==> src/aca_pkg.sv <==
// Purpose: Shared constants for the monitor converter control block
// Assumes: Registers reached over AXI4-Lite, byte address = 4 * index
// Notes: Indices kept as printed; the average register index is local
package aca_pkg;
   // Register indices, byte address is index times four
   localparam logic [9:0] IDX_RES_BASE = 10'h01A;
   localparam logic [9:0] IDX_RES_LAST = 10'h021;
   localparam logic [9:0] IDX_CTRL = 10'h022;
   localparam logic [9:0] IDX_AVG = 10'h030;
   // Result block slots relative to the base
   localparam logic [2:0] SLOT_A_HI = 3'h0;
   localparam logic [2:0] SLOT_A_LO = 3'h1;
   localparam logic [2:0] SLOT_B_HI = 3'h2;
   localparam logic [2:0] SLOT_B_LO = 3'h3;
   // Control register fields
   localparam int CTRL_START_A = 0;
   localparam int CTRL_MUX_A = 1;
   localparam int CTRL_REF_A = 2;
   localparam int CTRL_START_B = 3;
   localparam int CTRL_REF_B = 5;
   localparam int CTRL_SIDE_SEL = 6;
   localparam int CTRL_SIDE_EN = 7;
   localparam logic [7:0] CTRL_RST = 8'h00;
   // Average register fields
   localparam int AVG_CODE_LSB = 0;
   localparam int AVG_BUSY_A = 4;
   localparam int AVG_BUSY_B = 5;
   localparam int AVG_START_B = 6;
   localparam int AVG_START_A = 7;
   localparam logic [2:0] AVG_CODE_RST = 3'h0;
   localparam logic [2:0] AVG_CODE_MAX = 3'h6;
   // Widths and AXI response codes
   localparam int RES_W = 10;
   localparam int ACC_W = 16;
   localparam logic [1:0] RESP_OKAY = 2'h0;
   localparam logic [1:0] RESP_SLVERR = 2'h2;
endpackage : aca_pkg

==> src/aca_avg_if.sv <==
// Purpose: Request and answer between control and one averaging engine
// Assumes: Single clock domain
// Notes: start is a one-cycle pulse, done a one-cycle pulse
`timescale 1ns/1ps
interface aca_avg_if;
   logic start;
   logic [2:0] log2n;
   logic busy;
   logic done;
   logic [9:0] result;
   modport avg (input start, input log2n, output busy, output done,
      output result);
   modport ctl (output start, output log2n, input busy, input done,
      input result);
endinterface : aca_avg_if

==> src/aca_averager.sv <==
// Purpose: Runs 2**n conversions on one converter and averages them
// Assumes: Converter answers with a done pulse at least a cycle later
// Notes: Start while busy is ignored by the caller
`timescale 1ns/1ps
module aca_averager (
   // Clock and reset
   input wire logic i_clk_sys,
   input wire logic i_rst_b,
   // Request side
   aca_avg_if.avg av,
   // Converter side
   output logic o_conv_start,
   input wire logic i_conv_done,
   input wire logic [9:0] i_conv_data
);
   typedef enum logic {ST_IDLE, ST_CONV} aca_avg_st_t;
   aca_avg_st_t st_q;
   logic [2:0] n_q;
   logic [5:0] cnt_q;
   logic [15:0] acc_q;
   logic [15:0] sum;
   logic [5:0] last;

   // Running sum including the sample arriving now
   assign sum = acc_q + {6'h00, i_conv_data};
   assign last = 6'(({5'h00, 1'b1} << n_q) - 6'h01);
   assign av.busy = (st_q != ST_IDLE);

   // Sequencer: one conversion at a time, sum them, shift to average
   always_ff @(posedge i_clk_sys or negedge i_rst_b) begin
      if (!i_rst_b) begin
         st_q <= ST_IDLE;
         n_q <= 3'h0;
         cnt_q <= 6'h00;
         acc_q <= 16'h0000;
         o_conv_start <= 1'b0;
         av.done <= 1'b0;
         av.result <= 10'h000;
      end else begin
         o_conv_start <= 1'b0;
         av.done <= 1'b0;
         case (st_q)
            ST_IDLE: begin
               if (av.start) begin
                  n_q <= av.log2n;
                  cnt_q <= 6'h00;
                  acc_q <= 16'h0000;
                  o_conv_start <= 1'b1;
                  st_q <= ST_CONV;
               end
            end
            ST_CONV: begin
               if (i_conv_done) begin
                  if (cnt_q == last) begin
                     // Whole 10 bits land at once, halves never mix
                     av.result <= 10'(sum >> n_q);
                     av.done <= 1'b1;
                     st_q <= ST_IDLE;
                  end else begin
                     acc_q <= sum;
                     cnt_q <= cnt_q + 6'h01;
                     o_conv_start <= 1'b1;
                  end
               end
            end
            default: st_q <= ST_IDLE;
         endcase
      end
   end
endmodule : aca_averager

==> src/aca_top.sv <==
// Purpose: Control and result registers for two monitor converters
// Assumes: Converters sit on the same clock; side port start is a pin
// Notes: AXI4-Lite slave, one write and one read in flight at most
// Functional notes
// - Results read-only, 10-bit offset binary, writes ignored
// - Upper eight bits and lower two split
// - Control bit 7 enables side serial port
// - Control bit 6 picks side port converter
// - Bits 5 and 2 pick internal reference
// - Bit 1 high routes first input to A
// - Bits 3 and 0 one-shot starts, read zero
// - Start-average runs 2**n conversions, stores average
`timescale 1ns/1ps
module aca_top (
   // Clock and reset
   input wire logic i_clk_sys,
   input wire logic i_rst_b,
   // AXI4-Lite write
   input wire logic [11:0] i_awaddr,
   input wire logic i_awvalid,
   output logic o_awready,
   input wire logic [31:0] i_wdata,
   input wire logic [3:0] i_wstrb,
   input wire logic i_wvalid,
   output logic o_wready,
   output logic [1:0] o_bresp,
   output logic o_bvalid,
   input wire logic i_bready,
   // AXI4-Lite read
   input wire logic [11:0] i_araddr,
   input wire logic i_arvalid,
   output logic o_arready,
   output logic [31:0] o_rdata,
   output logic [1:0] o_rresp,
   output logic o_rvalid,
   input wire logic i_rready,
   // Converters, index 0 is A, 1 is B
   output logic [1:0] o_conv_start,
   input wire logic [1:0] i_conv_done,
   input wire logic [19:0] i_conv_data,
   output logic o_ref_int_a,
   output logic o_ref_int_b,
   output logic o_mux_first_a,
   // Side serial port
   input wire logic i_side_start,
   output logic o_side_port_en,
   output logic [9:0] o_side_result
);
   logic [7:0] ctrl_q;
   logic [2:0] code_q;
   logic [1:0] start_q;
   logic [2:0] start_n_q;
   logic [19:0] res_q;
   logic [2:0] side_sync_q;
   logic wr_go;
   logic rd_go;
   logic wr_ok;
   logic [9:0] wr_idx;
   logic [9:0] rd_idx;
   logic [2:0] slot;
   logic [1:0] busy;
   logic side_edge;

   // Handshake takes and register index decode
   assign wr_go = o_awready && i_awvalid && i_wvalid;
   assign rd_go = o_arready && i_arvalid;
   assign wr_idx = i_awaddr[11:2];
   assign rd_idx = i_araddr[11:2];
   assign slot = 3'(rd_idx - aca_pkg::IDX_RES_BASE);
   assign wr_ok = (wr_idx == aca_pkg::IDX_CTRL) ||
      (wr_idx == aca_pkg::IDX_AVG) ||
      (wr_idx >= aca_pkg::IDX_RES_BASE && wr_idx <= aca_pkg::IDX_RES_LAST);
   // Second stage only feeds the edge flop, never the first
   assign side_edge = side_sync_q[1] && !side_sync_q[2];

   // Write channel: take address and data together, then respond
   always_ff @(posedge i_clk_sys or negedge i_rst_b) begin
      if (!i_rst_b) begin
         o_awready <= 1'b0;
         o_wready <= 1'b0;
         o_bvalid <= 1'b0;
         o_bresp <= aca_pkg::RESP_OKAY;
      end else begin
         o_awready <= i_awvalid && i_wvalid && !o_awready && !o_bvalid;
         o_wready <= i_awvalid && i_wvalid && !o_awready && !o_bvalid;
         if (wr_go) begin
            o_bvalid <= 1'b1;
            o_bresp <= wr_ok ? aca_pkg::RESP_OKAY : aca_pkg::RESP_SLVERR;
         end else if (i_bready) begin
            o_bvalid <= 1'b0;
         end
      end
   end

   // Control register; start bits never stored, so they read zero
   always_ff @(posedge i_clk_sys or negedge i_rst_b) begin
      if (!i_rst_b) begin
         ctrl_q <= aca_pkg::CTRL_RST;
         code_q <= aca_pkg::AVG_CODE_RST;
      end else if (wr_go && i_wstrb[0]) begin
         if (wr_idx == aca_pkg::IDX_CTRL) begin
            ctrl_q <= i_wdata[7:0];
            ctrl_q[aca_pkg::CTRL_START_A] <= 1'b0;
            ctrl_q[aca_pkg::CTRL_START_B] <= 1'b0;
            ctrl_q[4] <= 1'b0;
         end else if (wr_idx == aca_pkg::IDX_AVG) begin
            // Unused code 7 would overflow the counter, clamp it
            code_q <= (i_wdata[2:0] > aca_pkg::AVG_CODE_MAX) ?
               aca_pkg::AVG_CODE_MAX : i_wdata[2:0];
         end
      end
   end

   // Side port pin: two-flop sync then edge detect
   always_ff @(posedge i_clk_sys or negedge i_rst_b) begin
      if (!i_rst_b) begin
         side_sync_q <= 3'h0;
      end else begin
         side_sync_q <= {side_sync_q[1:0], i_side_start};
      end
   end

   // Start requests from software and from the side port
   always_ff @(posedge i_clk_sys or negedge i_rst_b) begin
      if (!i_rst_b) begin
         start_q <= 2'h0;
         start_n_q <= 3'h0;
      end else begin
         start_q <= 2'h0;
         start_n_q <= 3'h0;
         if (wr_go && i_wstrb[0] && wr_idx == aca_pkg::IDX_CTRL) begin
            start_q[0] <= i_wdata[aca_pkg::CTRL_START_A];
            start_q[1] <= i_wdata[aca_pkg::CTRL_START_B];
         end else if (wr_go && i_wstrb[0] && wr_idx == aca_pkg::IDX_AVG) begin
            start_q[0] <= i_wdata[aca_pkg::AVG_START_A];
            start_q[1] <= i_wdata[aca_pkg::AVG_START_B];
            start_n_q <= i_wdata[aca_pkg::AVG_CODE_LSB +: 3] >
               aca_pkg::AVG_CODE_MAX ? aca_pkg::AVG_CODE_MAX :
               i_wdata[aca_pkg::AVG_CODE_LSB +: 3];
         end else if (side_edge && ctrl_q[aca_pkg::CTRL_SIDE_EN]) begin
            // Side port serves A when select is low, else B
            start_q[ctrl_q[aca_pkg::CTRL_SIDE_SEL]] <= 1'b1;
         end
      end
   end

   // One averaging engine per converter
   generate
      for (genvar g = 0; g < 2; g++) begin : g_conv
         aca_avg_if av ();
         assign av.start = start_q[g] && !av.busy;
         assign av.log2n = start_n_q;
         assign busy[g] = av.busy;
         aca_averager u_avg (
            .i_clk_sys(i_clk_sys),
            .i_rst_b(i_rst_b),
            .av(av.avg),
            .o_conv_start(o_conv_start[g]),
            .i_conv_done(i_conv_done[g]),
            .i_conv_data(i_conv_data[g*10 +: 10])
         );
         // Result latched whole when the engine finishes
         always_ff @(posedge i_clk_sys or negedge i_rst_b) begin
            if (!i_rst_b) begin
               res_q[g*10 +: 10] <= 10'h000;
            end else if (av.done) begin
               res_q[g*10 +: 10] <= av.result;
            end
         end
      end
   endgenerate

   // Analog steering and side port outputs
   always_ff @(posedge i_clk_sys or negedge i_rst_b) begin
      if (!i_rst_b) begin
         o_ref_int_a <= 1'b0;
         o_ref_int_b <= 1'b0;
         o_mux_first_a <= 1'b0;
         o_side_port_en <= 1'b0;
         o_side_result <= 10'h000;
      end else begin
         o_ref_int_a <= ctrl_q[aca_pkg::CTRL_REF_A];
         o_ref_int_b <= ctrl_q[aca_pkg::CTRL_REF_B];
         o_mux_first_a <= ctrl_q[aca_pkg::CTRL_MUX_A];
         o_side_port_en <= ctrl_q[aca_pkg::CTRL_SIDE_EN];
         o_side_result <= ctrl_q[aca_pkg::CTRL_SIDE_SEL] ?
            res_q[19:10] : res_q[9:0];
      end
   end

   // Read channel: data one cycle after the address is taken
   always_ff @(posedge i_clk_sys or negedge i_rst_b) begin
      if (!i_rst_b) begin
         o_arready <= 1'b0;
         o_rvalid <= 1'b0;
         o_rdata <= 32'h00000000;
         o_rresp <= aca_pkg::RESP_OKAY;
      end else begin
         o_arready <= i_arvalid && !o_arready && !o_rvalid;
         if (rd_go) begin
            o_rvalid <= 1'b1;
            o_rresp <= aca_pkg::RESP_OKAY;
            o_rdata <= 32'h00000000;
            if (rd_idx == aca_pkg::IDX_CTRL) begin
               o_rdata[7:0] <= ctrl_q;
            end else if (rd_idx == aca_pkg::IDX_AVG) begin
               o_rdata[2:0] <= code_q;
               o_rdata[aca_pkg::AVG_BUSY_A] <= busy[0];
               o_rdata[aca_pkg::AVG_BUSY_B] <= busy[1];
            end else if (rd_idx >= aca_pkg::IDX_RES_BASE &&
                         rd_idx <= aca_pkg::IDX_RES_LAST) begin
               case (slot)
                  aca_pkg::SLOT_A_HI: o_rdata[7:0] <= res_q[9:2];
                  aca_pkg::SLOT_A_LO: o_rdata[1:0] <= res_q[1:0];
                  aca_pkg::SLOT_B_HI: o_rdata[7:0] <= res_q[19:12];
                  aca_pkg::SLOT_B_LO: o_rdata[1:0] <= res_q[11:10];
                  default: o_rdata[7:0] <= 8'h00;
               endcase
            end else begin
               o_rresp <= aca_pkg::RESP_SLVERR;
            end
         end else if (i_rready) begin
            o_rvalid <= 1'b0;
         end
      end
   end
endmodule : aca_top

==> config.mk <==
export PLATFORM = sky130hd
export DESIGN_NAME = aca_top
export DESIGN_NICKNAME = d
export VERILOG_FILES = /design/src/aca_pkg.sv /design/src/aca_avg_if.sv /design/src/aca_averager.sv /design/src/aca_top.sv
export SDC_FILE = /design/constraint.sdc
export NUM_CORES = 1
export LEC_CHECK = 0
export BUFFER_PORTS_ARGS = -buffer_cell sky130_fd_sc_hd__buf_2
export CORE_MARGIN = 4
export CORE_UTILIZATION = 40
export CTS_BUF_LIST = sky130_fd_sc_hd__clkbuf_4
export DETAILED_ROUTE_END_ITERATION = 16
export PLACE_DENSITY = 0.71
export SYNTH_ARGS = -nofsm -noshare
export SYNTH_HDL_FRONTEND = slang
export SYNTH_HIERARCHICAL = 1
export SYNTH_SLANG_ARGS = --single-unit
==> constraint.sdc <==
create_clock -name i_clk_sys -period 4.1 [get_ports i_clk_sys]
set_input_delay 0.615 -clock i_clk_sys [delete_from_list [all_inputs] [get_ports i_clk_sys]]
set_output_delay 0.615 -clock i_clk_sys [all_outputs]
set_load 0.05 [all_outputs]
==> impl_metrics.tcl <==
set metrics [dict create \
    outcome "complete, no violations" \
    io-pin-count 147 \
    clockBufferDepth 2 \
    synth-main-ff-cell "dfrtp_1" \
    fillCellCount 2030 \
    hpwl_um 14600 \
    synthCells 890 \
    grt_antenna_before_repair 1 \
    clk_pin_slew_ns 0.13 \
    drtIter0Drc 477 \
    start_util_pct 40.7 \
    crit_path_end_kind "flop" \
    slew_headroom_pct 39.1 \
    drive_above_1_share_pct 21.6 \
    cts-resized-gates 0 \
    vdd_drop_max_v 0.000175 \
    post_cts_buffers 0 \
    netSwitchingPower_mw 1.23 \
    die_area_um2 23800 \
    routabilityCongestion 0.862 \
    firstDrtPassIters 5 \
    io_buffers 88 \
    timing.hold.ws_ns 0.140 \
    remaining_drc_errors 0 \
    grt_pass1_vias 6612 \
    critPathTopFamily "simple AND/OR/NAND/NOR gates" \
    area_growth_pct 10.4 \
    netSwitchingFraction_pct 35.9 \
    cts_tree "done" \
    die_height_um 154 \
    period_needed_ns 3.24 \
    p_leak_nw 4.26 \
    pwr-share-comb_pct 22.6 \
    path_max_fanout 14 \
    slowest_delay_ns 0.62 \
    synth-warning-count 6 \
    hold_viol 0 \
    fp.coreArea_um2 21100 \
    cts_hold_buf 0 \
    std_cell_rows 53 \
    drt-total-wl_um 19700 \
    crit_slowest_cell "or4_4" \
    vias 6882 \
    pwr-share-seq_pct 52.2 \
    max_freq_mhz 309 \
    setup.worst_path.class "flop to flop" \
    cp-start-kind "flop" \
    path_depth 9 \
    synth_seq_cells 140 \
    wire_per_inst_um 15.7 \
    die_w_um 154 \
    worstSkewPairLatency_ns 0.55 \
    grt_pass1_wl_um 33200 \
    cp_num_buf_inv 1 \
    reg2reg_depth 9 \
    timing.final.crit_share_pct 78.9 \
    grtUsageTotal_pct 16.8 \
    vias_per_cell 5.48 \
    async_flop_share_pct 100 \
    setup_tns_ns 0 \
    overflow 0 \
    hp-class "input pin to asynchronous set/reset pin" \
    clock-root-buffer "clkbuf_4" \
    synth.distinct_cells 90 \
    nNetsFinal 1083 \
    synth.cell_area_um2 8580 \
    htree_levels 4 \
    path_cells "inv_1 > nand2_1 > ha_1 > nor4b_1 > a311oi_1 > xnor2_1 > or4_4 > a2111oi_0 > a211oi_1" \
    cp.arrival_ns 3.65 \
    grt_max_degree 93 \
    ant_nets 0 \
    p_int_mw 2.20 \
    worst_ep_required_time_ns 4.52 \
    pwr-share-clk_pct 25.2 \
    clock_sinks 140 \
    finalSetupViolCount 0 \
    finalClockSkew_ns 0.0244 \
    cts_made_buffers 17 \
    yosysSeqAreaShare_pct 40.8 \
    rsz0062_at_grt "false" \
    worst_pin_slew_ns 0.905 \
    syn_area_per_cell_um2 9.64 \
    drv_slew 0 \
    power_density_nw_per_um2 363 \
    cap_violations 0 \
    synth_edf_count 0 \
]
[cells in the mapped netlist, drive strengths merged (3+ instances only)]
cell type / count / area, um^2
nor4: 8 / 56.3
nor3b: 5 / 42.5
nand3b: 3 / 22.5
a221oi: 4 / 52.6
nand2: 70 / 263
buf: 43 / 295
clkbuf: 29 / 109
mux2i: 12 / 120
a221o: 3 / 30.0
nor3: 13 / 65.1
nand2b: 11 / 68.8
a32oi: 3 / 26.3
nor2b: 12 / 75.1
a22o: 7 / 61.3
and4: 3 / 26.3
a311oi: 8 / 70.1
nor2: 54 / 205
and3: 12 / 80.1
dfrtp: 140 / 3500
o211ai: 10 / 75.1
a22oi: 6 / 45.0
a211oi: 10 / 75.1
o22ai: 4 / 38.8
mux4: 9 / 203
o31ai: 12 / 90.1
xor2: 14 / 123
nand3: 41 / 205
a31oi: 13 / 96.3
o21bai: 3 / 22.5
inv: 36 / 135
a21oi: 36 / 180
or3: 10 / 62.6
o311ai: 4 / 42.6
ha: 24 / 300
and2: 11 / 70.1
xnor2: 28 / 245
mux2: 41 / 462
o21a: 4 / 30.0
nand4: 8 / 50.1
a21o: 10 / 75.1
o21ai: 74 / 382
a2bb2oi: 4 / 35.0
[path summary, 6_finish.rpt]
check                                       startpoint                            to  slack [ns]
worst min register to register          side_sync_q[0]                side_sync_q[1]        0.39
min in group i_clk_sys                    i_side_start                side_sync_q[0]        0.16
max in group asynchronous                      i_rst_b     g_conv[0].u_avg/acc_q[13]        3.06
worst min-delay path                           i_rst_b                     res_q[12]        0.14
worst max-delay path            g_conv[0].u_avg/n_q[2]  g_conv[0].u_avg/av.result[9]        0.86
worst max register to register  g_conv[0].u_avg/n_q[2]  g_conv[0].u_avg/av.result[9]        0.86
[metrics by stage]
stage / util, % / setup slack, ns / cell area, um^2 / cells / power [mW]
6_report: 44.9 / 0.865 / 9470 / 1256 / 3.43
5_1_grt: 44.9 / 0.501 / 9470 / 1256 / 3.62
4_1_cts: 44.9 / 0.871 / 9470 / 1255 / 3.47
3_5_place_dp: 43.6 / 0.576 / 9200 / 1223 / 2.60
3_3_place_gp: 43.6 / 0.621 / 9200 / 1223 / 2.57
2_1_floorplan: - / 1.02 / 8670 / 915 / 2.34
[layout make-up]
class	instances	area (um^2)	share of cell area [%]
inverter	38	144	1.52
multi-input combinational	665	4630	48.9
tap	275	344	3.63
timing repair buffer	105	574	6.07
antenna	1	2.50	0.0264
clock inverter	15	139	1.47
clock buffer	17	128	1.35
sequential	140	3500	37.0
[registers in the layout, summed over array words and instances, names as in the netlist, 3 cells and up]
signal                  flops
side_sync_q                 3
g_conv.u_avg/cnt_q         12
res_q                      20
o_rdata                     8
g_conv.u_avg/acc_q         32
ctrl_q                      5
g_conv.u_avg/n_q            6
g_conv.av.log2n             3
g_conv.u_avg/av.result     20
code_q                      3
o_side_result              10
[power groups by stage]
stage / logic (mW) / registers [mW] / clock network [mW]
4_1_cts: 0.781 / 1.79 / 0.899
2_1_floorplan: 0.400 / 1.94 / 0
5_1_grt: 0.839 / 1.82 / 0.966
3_3_place_gp: 0.761 / 1.81 / 0
6_report: 0.776 / 1.79 / 0.863
3_5_place_dp: 0.777 / 1.82 / 0
[kinds of logic after synthesis]
kind of cell	after synthesis	synth area share, %
XOR/XNOR	42	4.29
AND/OR/NAND/NOR	273	16.3
adder cells (fa/ha/maj)	27	4.08
flip-flops	140	40.8
multiplexers	62	9.15
buffers and inverters	110	6.39
other	1	0.0437
AO/OA/AOI/OAI	235	18.9
[layout by cell type (no fill, tap or decap), drive strengths merged, types with 10 or more instances in the layout]
| cell | netlist | layout |
|---|---|---|
| a211oi | 10 | 10 |
| a21o | 10 | 10 |
| a21oi | 36 | 36 |
| a31oi | 13 | 13 |
| and2 | 11 | 11 |
| and3 | 12 | 12 |
| buf | 43 | 105 |
| clkbuf | 29 | 17 |
| conb | 1 | 26 |
| dfrtp | 140 | 140 |
| ha | 24 | 24 |
| inv | 36 | 41 |
| mux2 | 41 | 41 |
| mux2i | 12 | 12 |
| nand2 | 70 | 70 |
| nand2b | 11 | 11 |
| nand3 | 41 | 41 |
| nor2 | 54 | 54 |
| nor2b | 12 | 12 |
| nor3 | 13 | 13 |
| o211ai | 10 | 10 |
| o21ai | 74 | 74 |
| o31ai | 12 | 12 |
| or3 | 10 | 10 |
| xnor2 | 28 | 28 |
| xor2 | 14 | 14 |
[metal layers]
layer	share of wire [%]	routed length (um)	vias to the layer above	GRT usage (%)
met5	0	0	-	0
met4	1.8	362	0	5.59
met3	6.9	1350	23	3.97
met2	44	8630	225	25.1
met1	47	9350	3272	24.0
li1	-	-	3362	-
(Power assumes the default switching activity.)
